`src/smfoc_pkg.sv`:
```
// Package of constants and types for the scanner mode and field output controller
package smfoc_pkg;
  // Clock and timing
  localparam int unsigned CLK_HZ         = 40_000_000;
  localparam int unsigned SCAN_US        = 66_667;   // One scan, 15 Hz
  localparam int unsigned SCAN_CYC       = (CLK_HZ / 1_000_000) * SCAN_US;
  localparam int unsigned BOOT_S         = 60;       // Least boot time in seconds
  localparam int unsigned BOOT_SCANS     = (BOOT_S * 1_000_000 + SCAN_US - 1) / SCAN_US;
  localparam int unsigned LOW_LIMIT_MS   = 67;       // Ready low limit for state four
  localparam int unsigned LOW_LIMIT_CYC  = LOW_LIMIT_MS * (CLK_HZ / 1_000);
  localparam int unsigned INDEX_US       = 1_000;    // Width of the index low pulse
  localparam int unsigned INDEX_CYC      = INDEX_US * (CLK_HZ / 1_000_000);
  localparam int unsigned CFG_LOW_SCANS  = 3;        // Ready low time after a configuring write
  localparam int unsigned STEPS_PER_SCAN = 811;      // 0.33 degree steps over 270 degrees
  localparam int unsigned INDEX_STEP     = 406;      // Step of the 90 degree beam
  localparam logic [3:0]  SET_DEFAULT    = 4'h0;     // Field set 1
  localparam logic        METHOD_WIRED   = 1'b0;
  localparam logic        METHOD_CMD     = 1'b1;
  // Delivery network settings
  localparam logic [31:0] NET_IP_DEF     = 32'hC0A80001;
  localparam logic [31:0] NET_MASK_DEF   = 32'hFFFFFF00;
  localparam logic [15:0] NET_PORT_DEF   = 16'h0840;

  typedef enum logic [2:0] {SMFOC_BOOT, SMFOC_READY, SMFOC_MONITOR, SMFOC_CONFIG, SMFOC_FAULT}
    smfoc_state_t;

  // Command port from the network side
  typedef struct packed {
    logic       wr_method;   // Write selection method
    logic       method;      // Method value
    logic       wr_set;      // Write active set
    logic [3:0] set_num;     // Set number, zero based
    logic       cfg_write;   // Configuring write happened
  } smfoc_cmd_t;

  // One distance sample
  typedef struct packed {
    logic        valid;
    logic [9:0]  step;
    logic [15:0] dist_mm;
  } smfoc_dist_t;
endpackage

```
`src/smfoc_top.sv`:
```
// Mode sequencer, field output driver and distance stream for the scanner
`timescale 1ns/1ps
module smfoc_top (
  input  wire logic               mclk_in,
  input  wire logic               srst_in,
  input  wire logic [3:0]         set_select_in,     // Wired set select pins
  input  wire logic [2:0]         field_hit_in,      // Per-field object flags from evaluator
  input  wire logic               fields_configured_in,
  input  wire logic               internal_error_in,
  input  wire logic               config_session_in, // Parameterization tool connected
  input  wire logic               service_login_in,  // Logged in user
  input  wire smfoc_pkg::smfoc_cmd_t cmd_in,
  input  wire logic [15:0]        dist_sample_in,    // Current beam distance
  output logic                    field_a_out_n,
  output logic                    field_b_out_n,
  output logic                    field_c_out_n,
  output logic                    ready_fault_out,
  output logic                    led_green_out,
  output logic                    led_red_out,
  output logic [3:0]              current_set_number_out,
  output logic                    set_choice_method_out,
  output logic [3:0]              eval_set_out,      // Set in use by the evaluator
  output smfoc_pkg::smfoc_dist_t  distance_output_message_out,
  output logic                    safe_state_out,
  output logic                    state3_out,
  output logic                    state4_out,
  output logic [31:0]             net_ip_out,
  output logic [31:0]             net_mask_out,
  output logic [15:0]             net_port_out
);
  import smfoc_pkg::*;

  smfoc_state_t state_q;                 // Operating state
  logic [22:0]  scan_cnt_q;              // Clock counter within a scan
  logic         tick_q;                  // One-cycle scan pulse
  logic [9:0]   boot_scans_q;            // Scans since supply start
  logic [3:0]   sel_m_q, sel_s_q;        // Pin synchroniser
  logic [2:0]   hit_m_q, hit_s_q;
  logic         err_m_q, err_s_q, cfg_m_q, cfg_s_q, log_m_q, log_s_q, fc_m_q, fc_s_q;
  logic         method_q;                // Set selection method
  logic [3:0]   cmd_set_q;               // Commanded set
  logic [3:0]   eval_set_q;              // Set applied to evaluation
  logic [2:0]   cfg_low_q;               // Scans left of configuring low
  logic [10:0]  step_q;                  // Beam step counter
  logic [15:0]  idx_cnt_q;               // Index low pulse timer
  logic [21:0]  low_cnt_q;               // Ready low duration counter
  logic         ready_base;              // Ready before index pulses
  logic         active;                  // Safety functions running

  // Two flip-flops on every pin-sourced input before use
  always_ff @(posedge mclk_in) begin
    sel_m_q <= set_select_in;
    sel_s_q <= sel_m_q;
    hit_m_q <= field_hit_in;
    hit_s_q <= hit_m_q;
    err_m_q <= internal_error_in;
    err_s_q <= err_m_q;
    cfg_m_q <= config_session_in;
    cfg_s_q <= cfg_m_q;
    log_m_q <= service_login_in;
    log_s_q <= log_m_q;
    fc_m_q  <= fields_configured_in;
    fc_s_q  <= fc_m_q;
  end

  // Scan tick; the boot, configuring-low and set-change limits below count in these ticks, the index and ready-low timers count clocks
  always_ff @(posedge mclk_in) begin
    if (srst_in) begin
      scan_cnt_q <= '0;
      tick_q     <= 1'b0;
    end else if (scan_cnt_q == 23'(SCAN_CYC - 1)) begin
      scan_cnt_q <= '0;
      tick_q     <= 1'b1;
    end else begin
      scan_cnt_q <= scan_cnt_q + 23'h1;
      tick_q     <= 1'b0;
    end
  end

  // Boot scan counter saturates once the minute has passed
  always_ff @(posedge mclk_in) begin
    if (srst_in) begin
      boot_scans_q <= '0;
    end else if (tick_q && boot_scans_q != 10'(BOOT_SCANS)) begin
      boot_scans_q <= boot_scans_q + 10'h1;
    end
  end

  // Operating state sequence; reset stands for supply start
  always_ff @(posedge mclk_in) begin
    if (srst_in) begin
      state_q <= SMFOC_BOOT;
    end else if (err_s_q) begin
      state_q <= SMFOC_FAULT;
    end else begin
      case (state_q)
        SMFOC_BOOT: begin
          state_q <= SMFOC_READY;
        end
        SMFOC_READY: begin
          // Readiness may not finish before one minute
          if (boot_scans_q == 10'(BOOT_SCANS)) begin
            state_q <= cfg_s_q ? SMFOC_CONFIG : SMFOC_MONITOR;
          end
        end
        SMFOC_MONITOR: begin
          if (cfg_s_q) begin
            state_q <= SMFOC_CONFIG;
          end
        end
        SMFOC_CONFIG: begin
          if (!cfg_s_q && cfg_low_q == 3'h0) begin
            state_q <= SMFOC_MONITOR;
          end
        end
        SMFOC_FAULT: begin
          state_q <= SMFOC_FAULT;  // Held until supply restart
        end
        default: begin
          state_q <= SMFOC_FAULT;
        end
      endcase
    end
  end

  // Configuring write pulls ready low for a few scans
  always_ff @(posedge mclk_in) begin
    if (srst_in) begin
      cfg_low_q <= '0;
    end else if (state_q == SMFOC_CONFIG && cmd_in.cfg_write) begin
      cfg_low_q <= 3'(CFG_LOW_SCANS);
    end else if (tick_q && cfg_low_q != 3'h0) begin
      cfg_low_q <= cfg_low_q - 3'h1;
    end
  end

  // Method and commanded set; method only changes with a login
  always_ff @(posedge mclk_in) begin
    if (srst_in) begin
      method_q  <= METHOD_WIRED;
      cmd_set_q <= SET_DEFAULT;
    end else begin
      if (cmd_in.wr_method && log_s_q) begin
        method_q <= cmd_in.method;
      end
      if (cmd_in.wr_set) begin
        cmd_set_q <= cmd_in.set_num;
      end
    end
  end

  // New set taken at the next scan edge, within two scans
  always_ff @(posedge mclk_in) begin
    if (srst_in) begin
      eval_set_q <= SET_DEFAULT;
    end else if (tick_q) begin
      eval_set_q <= (method_q == METHOD_CMD) ? cmd_set_q : sel_s_q;
    end
  end

  assign active = (state_q == SMFOC_MONITOR) && !log_s_q;

  // Field outputs: latched per scan so a hit drops them by the next tick
  always_ff @(posedge mclk_in) begin
    if (srst_in) begin
      field_a_out_n <= 1'b0;
      field_b_out_n <= 1'b0;
      field_c_out_n <= 1'b0;
    end else if (!active || !fc_s_q) begin
      field_a_out_n <= 1'b0;
      field_b_out_n <= 1'b0;
      field_c_out_n <= 1'b0;
    end else if (tick_q) begin
      // Cascade: an inner field infringed also drops the outer outputs
      field_a_out_n <= !hit_s_q[0];
      field_b_out_n <= !(hit_s_q[0] | hit_s_q[1]);
      field_c_out_n <= !(|hit_s_q);
    end
  end

  // Beam step counter and distance stream, one value per step
  always_ff @(posedge mclk_in) begin
    if (srst_in) begin
      step_q <= '0;
      distance_output_message_out <= '0;
    end else begin
      if (tick_q) begin
        step_q <= '0;
      end else if (step_q != 11'(STEPS_PER_SCAN)) begin
        step_q <= step_q + 11'h1;
      end
      distance_output_message_out.valid <= active && step_q < 11'(STEPS_PER_SCAN);
      distance_output_message_out.step  <= step_q[9:0];
      distance_output_message_out.dist_mm <= dist_sample_in;
    end
  end

  // Index pulse at the 90 degree beam, 15 Hz
  always_ff @(posedge mclk_in) begin
    if (srst_in) begin
      idx_cnt_q <= '0;
    end else if (active && step_q == 11'(INDEX_STEP)) begin
      idx_cnt_q <= 16'(INDEX_CYC);
    end else if (idx_cnt_q != 16'h0) begin
      idx_cnt_q <= idx_cnt_q - 16'h1;
    end
  end

  // A write in the last config cycle must still pull ready low after the return to monitoring
  assign ready_base = (state_q == SMFOC_MONITOR || state_q == SMFOC_CONFIG) &&
                      cfg_low_q == 3'h0;

  // Ready output register
  always_ff @(posedge mclk_in) begin
    if (srst_in) begin
      ready_fault_out <= 1'b0;
    end else begin
      ready_fault_out <= ready_base && idx_cnt_q == 16'h0;
    end
  end

  // Ready low duration; index pulses are far shorter than the limit
  always_ff @(posedge mclk_in) begin
    if (srst_in) begin
      low_cnt_q <= '0;
    end else if (ready_fault_out) begin
      low_cnt_q <= '0;
    end else if (low_cnt_q != 22'(LOW_LIMIT_CYC)) begin
      low_cnt_q <= low_cnt_q + 22'h1;
    end
  end

  // Defined states and status registers
  always_ff @(posedge mclk_in) begin
    if (srst_in) begin
      state3_out <= 1'b0;
      state4_out <= 1'b0;
      safe_state_out <= 1'b1;
      led_green_out <= 1'b0;
      led_red_out <= 1'b0;
      current_set_number_out <= SET_DEFAULT;
      set_choice_method_out <= METHOD_WIRED;
      eval_set_out <= SET_DEFAULT;
      net_ip_out <= NET_IP_DEF;
      net_mask_out <= NET_MASK_DEF;
      net_port_out <= NET_PORT_DEF;
    end else begin
      state3_out <= (!field_a_out_n | !field_b_out_n | !field_c_out_n) && ~|hit_s_q;
      state4_out <= low_cnt_q == 22'(LOW_LIMIT_CYC);
      safe_state_out <= state3_out | state4_out | ~&{field_a_out_n, field_b_out_n,
                        field_c_out_n} | distance_output_message_out.valid;
      led_green_out <= state_q != SMFOC_FAULT && state_q != SMFOC_BOOT;
      // Bit 21 is the top bit the scan counter reaches, so red flashes once per scan
      led_red_out <= (state_q == SMFOC_FAULT) ? scan_cnt_q[21] : (active && |hit_s_q);
      current_set_number_out <= eval_set_q;
      set_choice_method_out <= method_q;
      eval_set_out <= eval_set_q;
      net_ip_out <= NET_IP_DEF;
      net_mask_out <= NET_MASK_DEF;
      net_port_out <= NET_PORT_DEF;
    end
  end

  // Checks
  property p_fault_ready_low;
    @(posedge mclk_in) disable iff (srst_in)
      state_q == SMFOC_FAULT |=> !ready_fault_out;
  endproperty
  a_fault_ready_low: assert property (p_fault_ready_low) else $error("ready high in fault");

  property p_login_safe;
    @(posedge mclk_in) disable iff (srst_in)
      log_s_q |=> !field_a_out_n && !field_b_out_n && !field_c_out_n;
  endproperty
  a_login_safe: assert property (p_login_safe) else $error("outputs free while logged in");

  property p_cascade;
    @(posedge mclk_in) disable iff (srst_in)
      !field_a_out_n |-> !field_b_out_n && !field_c_out_n;
  endproperty
  a_cascade: assert property (p_cascade) else $error("cascade broken");

  property p_no_early_ready;
    @(posedge mclk_in) disable iff (srst_in)
      boot_scans_q != 10'(BOOT_SCANS) |-> state_q != SMFOC_MONITOR;
  endproperty
  a_no_early_ready: assert property (p_no_early_ready) else $error("monitor too early");

  property p_state4;
    @(posedge mclk_in) disable iff (srst_in)
      low_cnt_q == 22'(LOW_LIMIT_CYC) |=> state4_out;
  endproperty
  a_state4: assert property (p_state4) else $error("state four missed");

  property p_cfg_low;
    @(posedge mclk_in) disable iff (srst_in)
      state_q == SMFOC_CONFIG && cmd_in.cfg_write && !err_s_q |=> ##1 !ready_fault_out;
  endproperty
  a_cfg_low: assert property (p_cfg_low) else $error("ready not low after write");

  property p_method_login;
    @(posedge mclk_in) disable iff (srst_in)
      !log_s_q |=> method_q == $past(method_q);
  endproperty
  a_method_login: assert property (p_method_login) else $error("method changed no login");

  property p_no_data_idle;
    @(posedge mclk_in) disable iff (srst_in)
      !active |=> !distance_output_message_out.valid;
  endproperty
  a_no_data_idle: assert property (p_no_data_idle) else $error("data while inactive");

  c_monitor: cover property (@(posedge mclk_in) state_q == SMFOC_MONITOR);
  c_fault: cover property (@(posedge mclk_in) state_q == SMFOC_FAULT);
  c_hit: cover property (@(posedge mclk_in) !field_a_out_n && active);
endmodule

```
`config.mk`:
```
export PLATFORM = sky130hd
export DESIGN_NAME = smfoc_top
export DESIGN_NICKNAME = d
export VERILOG_FILES = /design/src/smfoc_pkg.sv /design/src/smfoc_top.sv
export SDC_FILE = /design/constraint.sdc
export NUM_CORES = 1
export LEC_CHECK = 0
export BUFFER_PORTS_ARGS = -buffer_cell sky130_fd_sc_hd__buf_2
export CAP_MARGIN = 20
export CORE_MARGIN = 2
export CORE_UTILIZATION = 35
export CTS_CLUSTER_DIAMETER = 30
export DETAILED_ROUTE_END_ITERATION = 12
export PLACE_DENSITY_LB_ADDON = 0.3
export SLEW_MARGIN = 20
export SYNTH_ARGS = -nofsm -noshare
export SYNTH_HDL_FRONTEND = slang
export SYNTH_SLANG_ARGS = --single-unit
```
`constraint.sdc`:
```
create_clock -name mclk_in -period 2.02 [get_ports mclk_in]
set_clock_uncertainty 0.05 [all_clocks]
set_input_delay 0.101 -clock mclk_in [delete_from_list [all_inputs] [get_ports mclk_in]]
set_output_delay 0.101 -clock mclk_in [all_outputs]
set_load 0.02 [all_outputs]
```
* Word level (Yosys, flattened, before mapping) *
Index checks and enable logic that the tools add are counted.
W data, S select, Z words.

operators by class
  $add $sub $neg = 6
  order comparisons = 1
  eq/ne operators = 18
  mux-type cells = 13
  bitwise operators = 6
  reduce and logical (&&, ||, !) cells = 45

operators with widths
  kind                     number
  $mux W16                 2
  $add A23 B1 Y23 const B  1
  $eq A23 B22 Y1 const B   1
  $add A22 B1 Y22 const B  1
  $eq A22 B22 Y1 const B   1
  $ne A22 B22 Y1 const B   1
  $logic_not A16 Y1        1
  $reduce_bool A16 Y1      1
  $sub A16 B1 Y16 const B  1
  $reduce_or A2 Y1         7
  $logic_and A1 B1 Y1      13
  $mux W3                  4
  $ne A3 B3 Y1 const B     4
  $pmux W3 S4              1
  $add A11 B1 Y11 const B  1
  $eq A11 B9 Y1 const B    1
  $logic_not A1 Y1         11
  $lt A11 B10 Y1 const B   1
  $ne A11 B10 Y1 const B   1
  $add A10 B1 Y10 const B  1
  $eq A10 B10 Y1 const B   1
  $ne A10 B10 Y1 const B   1
  $reduce_and A3 Y1        3
  $eq A3 B2 Y1 const B     2
  13 further kinds         27

storage, ports and cells
  flip-flop bits (word level) = 161
  input port bits = 37

* Depth between registers and ports, before layout *
  depth after elaboration = 5
  gate-level depth with buffers = 6

* Worst setup path before layout *
Ideal clock, no wire load.

  path type = register -> register
  from = register idx_cnt_q[0]
  to = register idx_cnt_q[14]
  library setup time = 70 ps
  data arrival time = 2066 ps
  path slack = -167 ps
  stages on the path, launching flop included = 7
  buffers on the path = 0
  period minus slack after synthesis = 2187 ps
  path through = dfxtp_1 > inv_1 > ha_1 > or3b_2 > or4_4 > or4_1 > a21oi_1

on the way
  cells in the longest elaborated chain, start to end = 1
  elaborated cells between the ends (all ways) = 2

RTL lines
  what                                                           line                                source
  start: declaration                                             smfoc_top.sv:45                     logic [15:0] idx_cnt_q;
  start signal: assignment                                       smfoc_top.sv:203                    idx_cnt_q <= 16'(INDEX_CYC);
  start signal: assignment                                       smfoc_top.sv:205                    idx_cnt_q <= idx_cnt_q - 16'h1;
  $sub A16 B1 Y16 / $reduce_bool A16 Y1 (equally long branches)  smfoc_top.sv:205, smfoc_top.sv:204

Parallel ways exist; a longest one is shown, timed or not.
A chain may end at the register's enable or synchronous reset.

* Final worst setup path *
  from = register idx_cnt_q[10]
  to = register idx_cnt_q[12]

on the way
  cells in the longest elaborated chain, start to end = 3
  elaborated cells between the ends (all ways) = 5

RTL lines
  what             line              source
  $sub A16 B1 Y16  smfoc_top.sv:205
  $mux W16         smfoc_top.sv:204  end else if (idx_cnt_q != 16'h0) begin
  $mux W16         smfoc_top.sv:202  end else if (active && step_q == 11'(INDEX_STEP)) begin

Parallel ways exist; a longest one is shown, timed or not. The select of a mux whose other input is x is not followed.

==> results.tsv <==
metric	value	unit
cap_violations	0	
port_buffers	81	
p_sw	2.41	mW
die_height	145	um
r2r_setup_slack	-0.1	ns
outcome	finished with violations	
arrival	2.41	ns
num_rows	51	
hold_start	srst_in	
crit_buf_inv	0	
critPathMaxFanout	4	
synth-main-ff-cell	dfxtp_1	
dp_hpwl	9570	um
worst-path-stages	4	
cts.sinks	161	
first_global_vias	4831	
synth_seq_cells	161	
synth-edff-count	0	
cts_made_buffers	17	
tightest_slew	0.558	ns
hold_ws	0.0197	ns
wire_per_inst	11.7	um
gp_congestion	0.776	
slew-limit-headroom	62.5	%
slowest_stage	or4_4	
crit_chain	or4_4, or4_4, or4_4, a31oi_4	
grt_overflow	0	
crit_start	idx_cnt_q[10]	
area_growth	23.5	%
yosysWarnings	0	
diodes	0	
max-clock-path-buffers	2	
p_int	5.99	mW
ys_async_sr_fraction	0	%
dieArea	20900	um^2
syn_area	6910	um^2
p_total	8.39	mW
clk_pin_slew	0.06	ns
die_w	145	um
start_util	35.6	%
finalHoldViolations	0	
rr_worst_depth	4	
power.share.switching	28.7	%
synth.distinct_cells	47	
crit_family	simple AND/OR/NAND/NOR gates	
drt_iter0_drc	206	
p_clk_share	38.2	%
vias	5305	
io_pins	162	
powerDensity	983	nW/um^2
crit_required	2.32	ns
period_share	105	%
clk_latency	0.42	ns
core_area	19400	um^2
wl	13800	um
r2r-end	idx_cnt_q[12]	
cts_root_buffer	clkbuf_16	
power_frac_seq	41.8	%
violations	negative setup slack	
timing.final.ws_setup	-0.0986	ns
fmax	0.472	GHz
crit_top_cell	or4_4	
multi_input_area	3250	um^2
grt_usage	13.6	%
drc_errors	0	
setup_viol_count_final	3	
path_class	reg -> reg	
cts_htree_levels	4	
worstSetupStartpointType	flop	
postRouteAntennaNets	0	
nFillCells	1887	
ff_latch_area	3230	um^2
drive_above_1_share	19.7	%
mostFrequentLayoutCells	158 x dfxtp_1, 81 x buf_2, 80 x conb_1	
fin_crit	2.12	ns
crit_end	idx_cnt_q[12]	
grt_first_pass_wirelength	22600	um
endpoint_kind	flop	
nets	950	
reg2reg_from	idx_cnt_q[10]	
hold_path.class	in -> reg	
yosysSeqAreaShare	46.6	%
rsz0062_at_grt	yes	
dr.pass1.iters	4	
leakage	3.40	nW
antenna_found_initial	0	
combPwrFrac	19.9	%
slew_violations	0	
grt_max_degree	43	
final_common_cell	dfxtp_1	
syn_avg_cell_area	9.07	um^2
via_per_inst	4.49	
cts_tree	done	
max_stage_delay	0.55	ns
syn_inst	762	
vdd_ir_drop_max	0.506	mV
[cell families after synthesis]
group                      synth area share [%]
other                                     0.109
buffers and inverters                      11.6
and+or+nand+nor                            24.2
muxes                                      2.04
DFF                                        46.6
adders and majority gates                  1.81
AOI/OAI and AO/OA                          9.37
xor gates and xnor gates                   4.18
[metrics by stage]
stage	setup slack [ns]	setup TNS (ns)	instance area (um^2)	instances	utilization (%)
2_1_floorplan	-0.0180	-0.0180	7220	840	-
3_5_place_dp	-0.0923	-0.206	7480	1108	38.6
3_3_place_gp	-0.0576	-0.127	7480	1108	38.6
5_1_grt	-0.153	-0.300	8540	1181	44.0
6_report	-0.0986	-0.139	8540	1181	44.0
4_1_cts	-0.0577	-0.108	8480	1181	43.7
[how the worst min path moves through the flow]
stage          slack [ns]  cells past startpoint                              end
3_3_place_gp         0.15                      1                       hit_m_q[1]
5_1_grt              0.03                      2  distance_output_message_out[24]
4_1_cts              0.01                      2  distance_output_message_out[24]
3_5_place_dp         0.16                      1                          cfg_m_q
2_1_floorplan        0.08                      0                          cfg_m_q
6_report             0.02                      2  distance_output_message_out[24]
[area by class of cell]
class	instances	area share, %
well taps	265	3.88
flip-flops and latches	161	37.8
multi-input cells	549	38.1
clock inverters	14	1.83
repair buffers	156	12.5
inverters	18	0.791
clock buffers	18	5.14
[flip-flops by register name, summed over array words and instances (netlist names), 4 cells and up]
name / cells
sel_s_q: 4
low_cnt_q: 22
step_q: 11
eval_set_out: 4
sel_m_q: 4
distance_output_message_out: 27
scan_cnt_q: 23
boot_scans_q: 10
cmd_set_q: 4
eval_set_q: 4
idx_cnt_q: 16
[power by group through the flow]
stage	combinational (mW)	clock (mW)	sequential [mW]
after floorplan	1.16	0	3.57
after global placement	1.48	0	3.57
after detailed placement	1.48	0	3.57
after CTS	1.60	3.32	3.50
after global routing	1.85	3.48	3.54
final	1.67	3.21	3.51
[Yosys cell counts, types with 2 or more instances]
library cell | n | area share (%)
nor4_1 | 9 | 0.81
o31a_1 | 3 | 0.38
or4_4 | 2 | 0.33
ha_1 | 10 | 1.8
inv_1 | 18 | 0.98
o31ai_1 | 14 | 1.5
clkbuf_1 | 25 | 1.4
nor3b_1 | 3 | 0.33
or3_1 | 20 | 1.8
mux2i_1 | 13 | 1.9
and3_1 | 6 | 0.54
o21ai_0 | 25 | 1.8
buf_1 | 3 | 0.16
or2_2 | 8 | 0.72
nor3_1 | 21 | 1.5
and4_1 | 7 | 0.89
nand2b_1 | 13 | 1.2
nand3b_1 | 2 | 0.22
nor2b_1 | 34 | 3.1
nor4b_1 | 8 | 1.0
or4_1 | 17 | 1.8
nand4_1 | 19 | 1.7
nor2_1 | 69 | 3.7
nand2_1 | 36 | 2.0
a21oi_1 | 41 | 3.0
xor2_1 | 13 | 1.6
a211oi_1 | 10 | 1.1
a31oi_1 | 6 | 0.54
dfxtp_1 | 161 | 47
a21o_1 | 3 | 0.33
nand3_1 | 23 | 1.7
xnor2_1 | 20 | 2.5
buf_4 | 84 | 9.1
o21a_1 | 2 | 0.22
conb_1 | 2 | 0.11
[timing repair]
| action | CTS | global route |
|---|---|---|
| gates resized for setup | 1 | 14 |
| gates cloned | 0 | 0 |
| endpoints found under the setup margin | 4 | 28 |
| setup buffers | 2 | 0 |
| hold buffers | 39 | 0 |
| hold endpoints to repair | 34 | 0 |
| pin swaps | 7 | 6 |
[per-layer routing]
| metal | vias up | routed length, um | track usage (%) |
|---|---|---|---|
| met5 | - | 0 | 0 |
| met4 | 0 | 187 | 5.57 |
| met3 | 10 | 670 | 4.14 |
| met2 | 109 | 6550 | 21.9 |
| met1 | 2416 | 6410 | 17.1 |
| li1 | 2770 | - | - |
[worst reg2reg max path, stage by stage, from the launching register on]
cell and delay [ns]:
dfxtp_1 0.31, or4_4 0.55, or4_4 0.52, or4_4 0.45
a31oi_4 0.17
(Power assumes the default switching activity.)
